--- config.mk ---
export PLATFORM = sky130hd
export DESIGN_NAME = mfi_top
export DESIGN_NICKNAME = d
export VERILOG_FILES = /design/src/include/mfi_pkg.sv /design/src/include/mfi_bus_if.sv /design/src/core/mfi_top.sv /design/src/core/mfi_flag_cell.sv /design/src/core/mfi_avs.sv
export SDC_FILE = /design/constraint.sdc
export NUM_CORES = 1
export LEC_CHECK = 0
export ABC_CLOCK_PERIOD_IN_PS = 2000
export BUFFER_PORTS_ARGS = -buffer_cell sky130_fd_sc_hd__buf_2
export CAP_MARGIN = 15
export CELL_PAD_IN_SITES_DETAIL_PLACEMENT = 2
export CELL_PAD_IN_SITES_GLOBAL_PLACEMENT = 2
export CORE_ASPECT_RATIO = 0.8
export CORE_MARGIN = 8
export CORE_UTILIZATION = 28
export CTS_BUF_LIST = sky130_fd_sc_hd__clkbuf_4
export DETAILED_ROUTE_END_ITERATION = 10
export GPL_TIMING_DRIVEN = 1
export PLACE_DENSITY = 0.81
export SYNTH_ARGS = -nofsm -noshare
export SYNTH_HDL_FRONTEND = slang
export SYNTH_SLANG_ARGS = --single-unit
--- constraint.sdc ---
create_clock -name clock_in -period 2 [get_ports clock_in]
set_input_delay 0.1 -clock clock_in [delete_from_list [all_inputs] [get_ports clock_in]]
set_output_delay 0.1 -clock clock_in [all_outputs]
set_load 0.01 [all_outputs]
--- src/include/mfi_pkg.sv ---
// constants, field layout and bus states of the group-two interrupt block
// assumes a single 40 MHz clock and an Avalon-MM register slave
//
// What this block does
// - bit 6 holds the timer compare P request flag, software read and write
// - bit 5 holds the external peripheral request flag
// - bit 4 holds the serial module request flag, software writable
// - bit 2 enables the timer compare P interrupt
// - bit 1 enables the external peripheral interrupt
// - bit 0 enables the serial module interrupt
// - any newly set flag sets the group request; service clears it and the global enable, never a flag
// - flags latch even when disabled; vector needs enable and global enable
package mfi_pkg;
  // ---------------------------------------------------------------
  // register map, byte addresses
  // ---------------------------------------------------------------
  localparam int ADDR_W = 4;
  localparam int DATA_W = 32;
  localparam int N_SRC = 4;
  localparam logic [3:0] OFS_GROUP2 = 4'h0;
  localparam logic [3:0] OFS_CTRL = 4'h4;
  localparam logic [3:0] OFS_STAT = 4'h8;
  localparam logic [3:0] OFS_MASK = 4'hc;
  // ---------------------------------------------------------------
  // field positions
  // ---------------------------------------------------------------
  localparam int BIT_CMP_A_REQ = 7;
  localparam int BIT_CMP_P_REQ = 6;
  localparam int BIT_EXT_REQ = 5;
  localparam int BIT_SER_REQ = 4;
  localparam int BIT_CMP_A_EN = 3;
  localparam int BIT_CMP_P_EN = 2;
  localparam int BIT_EXT_EN = 1;
  localparam int BIT_SER_EN = 0;
  localparam int FLAG_LSB = 4;
  localparam int CTRL_GLOBAL_EN = 0;
  localparam int CTRL_TIMER3 = 1;
  // ---------------------------------------------------------------
  // reset values
  // ---------------------------------------------------------------
  localparam logic [7:0] RST_GROUP2 = 8'h00;
  localparam logic [1:0] RST_CTRL = 2'h0;
  localparam logic [3:0] RST_STAT = 4'h0;
  localparam logic [3:0] RST_MASK = 4'h0;
  typedef enum logic {
    MFI_BUS_IDLE = 1'b0,
    MFI_BUS_ANSWER = 1'b1
  } mfi_bus_state_t;
endpackage

--- src/include/mfi_bus_if.sv ---
// commit strobes between the bus slave and the register logic
// assumes both ends sit on clock_in
interface mfi_bus_if;
  logic wr_stb;
  logic rd_stb;
  logic cap;
  logic [3:0] addr;
  logic [7:0] wdata;
  logic [31:0] rdata;
  modport slv (
    output wr_stb,
    output rd_stb,
    output cap,
    output addr,
    output wdata,
    input rdata
  );
  modport regs (
    input wr_stb,
    input rd_stb,
    input cap,
    input addr,
    input wdata,
    output rdata
  );
endinterface

--- src/core/mfi_top.sv ---
// group-two multi-function interrupt flag and enable register
// assumes source request inputs are one-cycle pulses on clock_in and
// that the sequencer pulses svc_ack_in when it takes the group vector
//
// Design decisions made here: the register addresses and register access over Avalon-MM.
module mfi_top (
  input wire logic clock_in,
  input wire logic rst_in,
  input wire logic [3:0] avs_address_in,
  input wire logic avs_read_in,
  input wire logic avs_write_in,
  input wire logic [31:0] avs_writedata_in,
  input wire logic [3:0] avs_byteenable_in,
  input wire logic timer2_cmp_a_req_in,
  input wire logic timer2_cmp_p_req_in,
  input wire logic timer3_cmp_a_req_in,
  input wire logic timer3_cmp_p_req_in,
  input wire logic ext_periph_req_in,
  input wire logic serial_module_req_in,
  input wire logic svc_ack_in,
  output logic [31:0] avs_readdata_out,
  output logic avs_waitrequest_out,
  output logic group_flag_out,
  output logic vec_req_out,
  output logic irq_out
);
  // ---------------------------------------------------------------
  // state
  // ---------------------------------------------------------------
  typedef struct packed {
    logic [3:0] en;
    logic global_en;
    logic timer3;
    logic [3:0] status;
    logic [3:0] mask;
    logic [3:0] snap;
    logic group;
    logic vec;
    logic irq;
  } mfi_top_t;
  mfi_top_t state_ff;
  mfi_top_t nxt_state;

  mfi_bus_if bus ();

  logic [3:0] flags;
  logic [3:0] rise;
  logic [3:0] src_set;
  logic [7:0] reg_view;
  logic wr_group2;
  logic wr_ctrl;
  logic wr_mask;
  logic rd_stat;
  logic cap_stat;

  // ---------------------------------------------------------------
  // bus slave
  // ---------------------------------------------------------------
  mfi_avs u_avs (
    .clock_in(clock_in),
    .rst_in(rst_in),
    .avs_address_in(avs_address_in),
    .avs_read_in(avs_read_in),
    .avs_write_in(avs_write_in),
    .avs_writedata_in(avs_writedata_in),
    .avs_byteenable_in(avs_byteenable_in),
    .avs_readdata_out(avs_readdata_out),
    .avs_waitrequest_out(avs_waitrequest_out),
    .bus(bus.slv)
  );

  assign wr_group2 = bus.wr_stb && (bus.addr == mfi_pkg::OFS_GROUP2);
  assign wr_ctrl = bus.wr_stb && (bus.addr == mfi_pkg::OFS_CTRL);
  assign wr_mask = bus.wr_stb && (bus.addr == mfi_pkg::OFS_MASK);
  assign rd_stat = bus.rd_stb && (bus.addr == mfi_pkg::OFS_STAT);
  assign cap_stat = bus.cap && (bus.addr == mfi_pkg::OFS_STAT);

  // ---------------------------------------------------------------
  // source selection and request flags
  // ---------------------------------------------------------------
  // timer module choice
  assign src_set[3] = state_ff.timer3 ? timer3_cmp_a_req_in
                                      : timer2_cmp_a_req_in;
  assign src_set[2] = state_ff.timer3 ? timer3_cmp_p_req_in
                                      : timer2_cmp_p_req_in;
  assign src_set[1] = ext_periph_req_in;
  assign src_set[0] = serial_module_req_in;

  // flag cells, set wins over write
  generate
    for (genvar i = 0; i < mfi_pkg::N_SRC; i++)
    begin : g_flag
      mfi_flag_cell u_cell (
        .clock_in(clock_in),
        .rst_in(rst_in),
        .set_in(src_set[i]),
        .wr_in(wr_group2),
        .wdata_in(bus.wdata[mfi_pkg::FLAG_LSB + i]),
        .q_out(flags[i]),
        .rise_out(rise[i])
      );
    end
  endgenerate

  assign reg_view = {flags, state_ff.en};

  // ---------------------------------------------------------------
  // read data
  // ---------------------------------------------------------------
  always_comb
  begin
    case (bus.addr)
      mfi_pkg::OFS_GROUP2:
        bus.rdata = {24'h0, reg_view};
      mfi_pkg::OFS_CTRL:
        bus.rdata = {30'h0, state_ff.timer3, state_ff.global_en};
      mfi_pkg::OFS_STAT:
        bus.rdata = {28'h0, state_ff.status};
      mfi_pkg::OFS_MASK:
        bus.rdata = {28'h0, state_ff.mask};
      default:
        bus.rdata = 32'h0;
    endcase
  end

  // ---------------------------------------------------------------
  // next state
  // ---------------------------------------------------------------
  always_comb
  begin
    nxt_state = state_ff;
    // enables written from the low nibble
    if (wr_group2)
      nxt_state.en = bus.wdata[3:0];
    if (wr_mask)
      nxt_state.mask = bus.wdata[3:0];
    // taking the vector drops the global enable to block nesting;
    // a software write in the same cycle still wins
    if (svc_ack_in)
      nxt_state.global_en = 1'b0;
    if (wr_ctrl)
    begin
      nxt_state.global_en = bus.wdata[mfi_pkg::CTRL_GLOBAL_EN];
      nxt_state.timer3 = bus.wdata[mfi_pkg::CTRL_TIMER3];
    end
    // clear only the status bits that the read really returned
    if (cap_stat)
      nxt_state.snap = state_ff.status;
    if (rd_stat)
      nxt_state.status = state_ff.status & ~state_ff.snap;
    nxt_state.status = nxt_state.status | rise;
    // group request, service clears it, new rise wins
    if (svc_ack_in)
      nxt_state.group = 1'b0;
    if (|rise)
      nxt_state.group = 1'b1;
    // vector only with source and global enable
    nxt_state.vec = nxt_state.group & nxt_state.global_en &
                    (|(flags & nxt_state.en));
    nxt_state.irq = |(nxt_state.status & nxt_state.mask);
  end

  always_ff @(posedge clock_in)
  begin
    if (rst_in)
    begin
      state_ff.en <= mfi_pkg::RST_GROUP2[3:0];
      state_ff.global_en <= mfi_pkg::RST_CTRL[mfi_pkg::CTRL_GLOBAL_EN];
      state_ff.timer3 <= mfi_pkg::RST_CTRL[mfi_pkg::CTRL_TIMER3];
      state_ff.status <= mfi_pkg::RST_STAT;
      state_ff.mask <= mfi_pkg::RST_MASK;
      state_ff.snap <= 4'h0;
      state_ff.group <= 1'b0;
      state_ff.vec <= 1'b0;
      state_ff.irq <= 1'b0;
    end
    else
    begin
      state_ff <= nxt_state;
    end
  end

  assign group_flag_out = state_ff.group;
  assign vec_req_out = state_ff.vec;
  assign irq_out = state_ff.irq;
endmodule

--- src/core/mfi_flag_cell.sv ---
// one request flag: hardware set, software read and write
// assumes set_in and wr_in are synchronous to clock_in
module mfi_flag_cell (
  input wire logic clock_in,
  input wire logic rst_in,
  input wire logic set_in,
  input wire logic wr_in,
  input wire logic wdata_in,
  output logic q_out,
  output logic rise_out
);
  typedef struct packed {
    logic q;
    logic rise;
  } mfi_cell_t;
  mfi_cell_t state_ff;
  mfi_cell_t nxt_state;

  always_comb
  begin
    nxt_state = state_ff;
    if (wr_in)
      nxt_state.q = wdata_in;
    // set wins over a software clear in the same cycle
    if (set_in)
      nxt_state.q = 1'b1;
    nxt_state.rise = nxt_state.q & ~state_ff.q;
  end

  always_ff @(posedge clock_in)
  begin
    if (rst_in)
      state_ff <= '0;
    else
      state_ff <= nxt_state;
  end

  assign q_out = state_ff.q;
  assign rise_out = state_ff.rise;
endmodule

--- src/core/mfi_avs.sv ---
// Avalon-MM slave: one wait cycle, then commit at the answering edge
// assumes the master holds its request until waitrequest is seen low
module mfi_avs (
  input wire logic clock_in,
  input wire logic rst_in,
  input wire logic [3:0] avs_address_in,
  input wire logic avs_read_in,
  input wire logic avs_write_in,
  input wire logic [31:0] avs_writedata_in,
  input wire logic [3:0] avs_byteenable_in,
  output logic [31:0] avs_readdata_out,
  output logic avs_waitrequest_out,
  mfi_bus_if.slv bus
);
  typedef struct packed {
    mfi_pkg::mfi_bus_state_t st;
    logic wait_req;
    logic [31:0] rdata;
  } mfi_avs_t;
  mfi_avs_t state_ff;
  mfi_avs_t nxt_state;

  always_comb
  begin
    nxt_state = state_ff;
    bus.addr = avs_address_in;
    bus.wdata = avs_writedata_in[7:0];
    bus.cap = 1'b0;
    bus.wr_stb = 1'b0;
    bus.rd_stb = 1'b0;
    case (state_ff.st)
      mfi_pkg::MFI_BUS_IDLE:
      begin
        if (avs_read_in || avs_write_in)
        begin
          // read data is captured here so it stands at the answer edge
          bus.cap = avs_read_in;
          nxt_state.rdata = avs_read_in ? bus.rdata : 32'h0;
          nxt_state.st = mfi_pkg::MFI_BUS_ANSWER;
        end
      end
      mfi_pkg::MFI_BUS_ANSWER:
      begin
        bus.wr_stb = avs_write_in & avs_byteenable_in[0];
        bus.rd_stb = avs_read_in;
        nxt_state.st = mfi_pkg::MFI_BUS_IDLE;
      end
      default:
        nxt_state.st = mfi_pkg::MFI_BUS_IDLE;
    endcase
    nxt_state.wait_req = (nxt_state.st == mfi_pkg::MFI_BUS_IDLE);
  end

  always_ff @(posedge clock_in)
  begin
    if (rst_in)
      state_ff <= {mfi_pkg::MFI_BUS_IDLE, 1'b1, 32'h0};
    else
      state_ff <= nxt_state;
  end

  assign avs_readdata_out = state_ff.rdata;
  assign avs_waitrequest_out = state_ff.wait_req;
endmodule

==> summary.txt, run 1 <==
Logic synthesis
  • Count of state elements after synthesis: 39
  • Cell Area, Synth: 0.00197 mm2
  • Syn Inst Count: 211
  • Post-synthesis sequential area ratio: 0.396
  • Netlist cell types: 38
  • Ys Warns: 0
  • Mean Syn Cell Area: 9.35 um2

Worst setup path
  • Critical path origin: u_avs.state_ff[33]
  • Data arrival time of the critical path: 2.06 ns
  • WS Path Type: flop to flop
  • Crit Path Max Fanout: 10
  • Critical path required time: 2.30 ns
  • Worst r2r src: u_avs.state_ff[33]
  • CP startpoint kind: flop
  • Crit path capture type: flop
  • R2R cell count: 4

Route
  • Wire length on met2: 2700 um
  • Initial DRC count: 46
  • Via count: 1594
  • Top sig layer: met4
  • Via/cell ratio: 4.84
  • Met3 wire length: 371 um
  • Antenna Violating Nets Remaining: 0
  • Total Wirelength: 5740 um
  • Met1 Wirelength: 2610 um
  • WL/cell: 17.4 um
  • Drc violations: 0
  • DR pass1 iterations: 4

Clock tree
  • CTS HTree Levels: 2
  • Setup Fix Bufs, Post-CTS: 0
  • Clock transition at path regs: 0.13 ns
  • Num CTS Buffers: 5
  • # resized after CTS: 0
  • Clock buffer depth: 2
  • Root Buffer: clkbuf_4
  • Clk_lat worst skew: 0.36 ns
  • TritonCTS clock tree: built
  • Clk sinks: 39
  • Hold buffers post-CTS: 3

GRT
  • Total grt overflow: 0
  • Initial antenna violation count: 0
  • First-pass GRT wire length: 8960 um
  • Total GRT Usage: 0.115
  • Pin count of the biggest net entering global routing: 33
  • Vias in the first global route: 1740

Pwr
  • Pwr dens: 707 mW/mm2
  • Combinational fraction of design power: 0.102
  • Switch Pwr: 0.416 mW
  • Sw frac: 0.270
  • Worst VDD drop: 0.259 mV
  • Pint: 1.12 mW
  • Share of power burned in registers: 0.541
  • P_leak: 0.849 nW
  • Clock share of power: 0.357
  • Final Total Pwr: 1.54 mW

Placed design
  • GPL Wtd Cong: 0.746
  • Setup Slack @ Placement: 0.293 ns
  • Dpl hpwl: 4580 um
  • PortBufs: 35

Timing
  • Tmin final: 1.76 ns
  • Final Hold Vio Count: 0
  • RSZ-0062 raised after global routing: false
  • Fmax: 0.567 GHz
  • Finish-stage setup viols: 0
  • Slew HR: 0.602
  • Fin crit share: 0.882
  • Worst slew pin tran: 0.597 ns
  • Worst setup margin: 0.237 ns
  • Skew final: 0.00785 ns
  • Fin. max-slew vios: 0
  • Final TNS setup: 0 ns

Cells and area
  • Most common cell after layout, fill and taps aside: dfxtp_1
  • Area Overhead vs Synth: 10.4%
  • Register area: 781 um2
  • FILL cells: 779
  • Nets@finish: 292
  • Antenna diodes: 0
  • Layout cell share with drive strength beyond 1: 0.236
  • Area occupied by multi-input gates: 968 um2
  • Most frequent cells in the layout: 39 x dfxtp_1, 35 x buf_2, 24 x conb_1, 22 x nand2_1, 19 x a21oi_1

Floorplan
  • Full die area: 0.0100 mm2
  • Core Region: 0.00686 mm2
  • Die span in x: 110 um
  • Initial Util: 0.288
  • Io pins: 87
  • Row cnt: 27
  • Die H: 91.1 um

Hold path
  • HP Class: primary input to flop
  • Hold path depth: 3
  • Hold_sp: avs_writedata_in[1]

Outcome
  • Status: finished clean

Run
  • Max_cap viols: 0
[registers in the layout, summed over array words and instances (netlist names)]
name	cells
g_flag.u_cell.q_out	4
group_flag_out	1
u_avs.state_ff	1
irq_out	1
vec_req_out	1
reg_view	4
u_avs.avs_waitrequest_out	1
state_ff	14
g_flag.u_cell.rise_out	4
u_avs.avs_readdata_out	8
[power groups by stage]
stage,logic [mW],registers [mW],clock network (mW)
detailed placement,0.151,0.850,0
floorplan,0.133,0.835,0
global placement,0.144,0.848,0
CTS,0.156,0.833,0.559
global route,0.175,0.837,0.596
finish,0.157,0.833,0.549
[kinds of logic (layout without fill, tap and decap cells)]
kind of cell    count (synthesis)  count (layout)  synth area share
compound gates                 50              50             0.173
buf+inv                        44              52             0.157
flops                          39              39             0.396
mux                            14              14            0.0863
other cells                     1              24           0.00190
simple gates                   63              63             0.187
[layer usage]
layer,vias to the layer above,GRT usage
li1,762,-
met1,777,0.151
met2,47,0.181
met3,8,0.0290
met4,0,0.0269
met5,-,0
[cell usage after synthesis (all sizes together)]
library cell | n | area, um2
mux2i | 8 | 80.1
a21oi | 19 | 95.1
nand2 | 22 | 82.6
nand4bb | 1 | 27.5
or2b | 1 | 8.76
mux4 | 2 | 45.0
a41oi | 2 | 25.0
buf | 36 | 275
nor2b | 4 | 25.0
a221o | 5 | 50.1
and3 | 1 | 6.26
clkbuf | 4 | 18.8
and4bb | 1 | 12.5
nor2 | 9 | 33.8
a211oi | 8 | 60.1
nor4 | 2 | 18.8
dfxtp | 39 | 781
and4 | 1 | 11.3
nand4 | 1 | 6.26
nand3 | 11 | 55.1
inv | 4 | 15.0
and4b | 1 | 10.0
conb | 1 | 3.75
nor3 | 1 | 5.00
or3 | 1 | 6.26
and2b | 1 | 7.51
nor3b | 3 | 37.5
and2 | 1 | 6.26
o21ai | 8 | 40.0
a22o | 8 | 70.1
mux2 | 4 | 45.0
nand3b | 1 | 7.51
[area by class of cell]
cell class	count	share of cell area
Timing Repair Buffer	40	0.102
Clock inverter	3	0.0201
Multi-Input combinational cell	151	0.445
Sequential cell	39	0.359
Tap cell	87	0.0500
Inverter	4	0.00690
Clock buffer	5	0.0172
[path summary, 6_finish.rpt]
check	slack (ns)	end
max	0.24	vec_req_out
min	0.03	state_ff[15]
max reg2reg	0.24	vec_req_out
min reg2reg	0.47	state_ff[3]
[per-stage QoR]
step                      cell area [um2]  cells  utilization  hold slack (ns)
final                                2180    329        0.317           0.0256
after global routing                 2180    329        0.317           0.0145
after CTS                            2170    328        0.316         0.000789
after detailed placement             2060    317        0.300            0.364
after global placement               2060    317        0.300            0.352
after floorplan                      2060    234            -            0.236
[worst max-delay path, stage by stage, from the launching register on]
cell and delay, ns:
dfxtp_1 0.57, nand3b_1 0.24, or3_1 0.39, a221o_1 0.35, a41oi_2 0.15
(Power assumes the default switching activity.)
==> inputs of run 2 (changes only) <==
--- a/config.mk
+++ b/config.mk
@@ -5,18 +5,18 @@
 export SDC_FILE = /design/constraint.sdc
 export NUM_CORES = 1
 export LEC_CHECK = 0
-export ABC_CLOCK_PERIOD_IN_PS = 2000
+export ABC_CLOCK_PERIOD_IN_PS = 1600
 export BUFFER_PORTS_ARGS = -buffer_cell sky130_fd_sc_hd__buf_2
 export CAP_MARGIN = 15
 export CELL_PAD_IN_SITES_DETAIL_PLACEMENT = 2
 export CELL_PAD_IN_SITES_GLOBAL_PLACEMENT = 2
 export CORE_ASPECT_RATIO = 0.8
-export CORE_MARGIN = 8
-export CORE_UTILIZATION = 28
+export CORE_MARGIN = 1
+export CORE_UTILIZATION = 25
 export CTS_BUF_LIST = sky130_fd_sc_hd__clkbuf_4
 export DETAILED_ROUTE_END_ITERATION = 10
 export GPL_TIMING_DRIVEN = 1
-export PLACE_DENSITY = 0.81
+export PLACE_DENSITY = 0.76
 export SYNTH_ARGS = -nofsm -noshare
 export SYNTH_HDL_FRONTEND = slang
 export SYNTH_SLANG_ARGS = --single-unit
==> constraint.sdc (replaced) <==
create_clock -name clock_in -period 1.6 [get_ports clock_in]
set_input_delay 0.08 -clock clock_in [delete_from_list [all_inputs] [get_ports clock_in]]
set_output_delay 0.08 -clock clock_in [all_outputs]
set_load 0.01 [all_outputs]
==> run 2 against run 1 <==
Compared with the run above: sequential cell count stayed put; worst setup slack worse by 0.15 ns; highest routed layer unchanged; largest power group unchanged; non-clock buffer count is 13 higher; register-to-register slack worse by 0.15 ns; cell count is 9.7% higher; worst hold slack worse by 0.0039 ns; utilization is 1.5 points lower.
==> summary.txt, run 2 (synthesis results as in run 1) <==
Outcome
  • Status: finished clean

Worst setup path
  • Crit path capture type: flop
  • Data arrival time of the critical path: 1.78 ns
  • Crit-path cells: buf_4 > and4b_1 > a221o_1 > a41oi_1
  • Slowest CP cell: dfxtp_1
  • Crit Path Max Fanout: 8
  • WS Path Type: flop to flop
  • Buffers & Inverters on Critical Path: 1
  • CP startpoint kind: flop
  • Cell family with most CP delay: compound AO/OA/AOI/OAI gates
  • Crit path largest cell delay: 0.37 ns
  • Critical path required time: 1.87 ns

Floorplan
  • Full die area: 0.00825 mm2
  • Row cnt: 28
  • Core Region: 0.00753 mm2
  • Die H: 81.4 um
  • Initial Util: 0.262
  • Io pins: 87
  • Die span in x: 101 um

GRT
  • First-pass GRT wire length: 8840 um
  • Initial antenna violation count: 0
  • Vias in the first global route: 1762
  • Total grt overflow: 0
  • Pin count of the biggest net entering global routing: 14
  • Total GRT Usage: 0.145

Clock tree
  • Clock transition at path regs: 0.13 ns
  • Num CTS Buffers: 5
  • TritonCTS clock tree: built
  • Setup Fix Bufs, Post-CTS: 0
  • Clock buffer depth: 2
  • Clk sinks: 39
  • CTS HTree Levels: 2
  • Hold buffers post-CTS: 7
  • Clk_lat worst skew: 0.36 ns
  • Root Buffer: clkbuf_4
  • # resized after CTS: 0

Cells and area
  • Layout cell share with drive strength beyond 1: 0.263
  • FILL cells: 869
  • Area occupied by multi-input gates: 968 um2
  • Area Overhead vs Synth: 15.5%
  • Nets@finish: 305
  • Largest register FFs: 14
  • Register area: 781 um2
  • Most common cell after layout, fill and taps aside: dfxtp_1
  • Top reg by flops: state_ff
  • Most frequent cells in the layout: 39 x dfxtp_1, 35 x buf_2, 24 x conb_1, 22 x nand2_1, 19 x a21oi_1

Timing
  • Fin. max-slew vios: 0
  • RSZ-0062 raised after global routing: false
  • Final TNS setup: 0 ns
  • Slew HR: 0.621
  • Fmax: 0.663 GHz
  • Tmin final: 1.51 ns
  • Worst slew pin tran: 0.564 ns
  • Fin crit share: 0.943
  • Skew final: 0.0154 ns
  • Final Hold Vio Count: 0
  • Finish-stage setup viols: 0

Route
  • Initial DRC count: 35
  • Total Wirelength: 5580 um
  • Via count: 1628
  • DR pass1 iterations: 4
  • WL/cell: 15.4 um
  • Drc violations: 0
  • Via/cell ratio: 4.51
  • Antenna Violating Nets Remaining: 0

Run
  • Max_cap viols: 0

Pwr
  • Final Total Pwr: 1.78 mW
  • Pwr dens: 780 mW/mm2
  • P_leak: 0.899 nW
  • Worst VDD drop: 0.240 mV

Placed design
  • PortBufs: 35
  • Dpl hpwl: 4480 um
  • GPL Wtd Cong: 0.745

Hold path
  • HP Class: primary input to flop
-- run 2: cell count changes in the layout (fill, tap and decap cells not counted) --
cell | before | now
buf_4 | 1 | 11
bufinv_16 | 1 | 0
clkinv_2 | 1 | 3
clkinv_4 | 1 | 0
diode_2 | 0 | 1
dlygate4sd3_1 | 4 | 7
-- run 2: worst reg2reg max path, stage by stage, from the launching register on --
cell and delay (ns):
dfxtp_1 0.37, buf_4 0.17, and4b_1 0.29, a221o_1 0.36
a41oi_1 0.23
-- run 2: final cells by class --
class / instances / share of cell area
Multi-Input combinational cell: 151 / 0.425
Sequential cell: 39 / 0.343
Timing Repair Buffer: 53 / 0.144
Tap cell: 105 / 0.0577
Clock buffer: 5 / 0.0165
Clock inverter: 3 / 0.00659
Inverter: 4 / 0.00659
Antenna cell: 1 / 0.00110
-- run 2: final timing paths --
check        slack [ns]          startpoint           to  cells past startpoint
max reg2reg        0.09  u_avs.state_ff[33]      irq_out                      4
min                0.02              rst_in  reg_view[1]                      2
max                0.09  u_avs.state_ff[33]      irq_out                      4
min reg2reg        0.46         state_ff[5]  state_ff[5]                      2
-- run 2: layer usage --
| layer | up-vias | global-route usage | share of wire |
|---|---|---|---|
| met3 | 8 | 0.0323 | 0.057 |
| met4 | 0 | 0.0435 | 0.010 |
| met2 | 48 | 0.262 | 0.48 |
| li1 | 789 | - | - |
| met5 | - | 0 | 0 |
| met1 | 783 | 0.173 | 0.45 |
-- run 2: power breakdown --
group,leakage [nW],switching [mW],internal [mW]
clock network,0.0347,0.352,0.164
logic,0.546,0.134,0.0900
registers,0.318,0.0340,1.00
-- run 2: through the flow --
| stage | worst slack, ns | hold WS [ns] | util | cells | instance area [um2] |
|---|---|---|---|---|---|
| floorplan | 0.183 | 0.216 | - | 234 | 2060 |
| global placement | 0.103 | 0.336 | 0.286 | 345 | 2150 |
| detailed placement | 0.0292 | 0.345 | 0.286 | 345 | 2150 |
| CTS | 0.0640 | 0.00975 | 0.302 | 360 | 2280 |
| global route | 0.0228 | 0.0314 | 0.302 | 360 | 2280 |
| finish | 0.0911 | 0.0216 | 0.302 | 361 | 2280 |
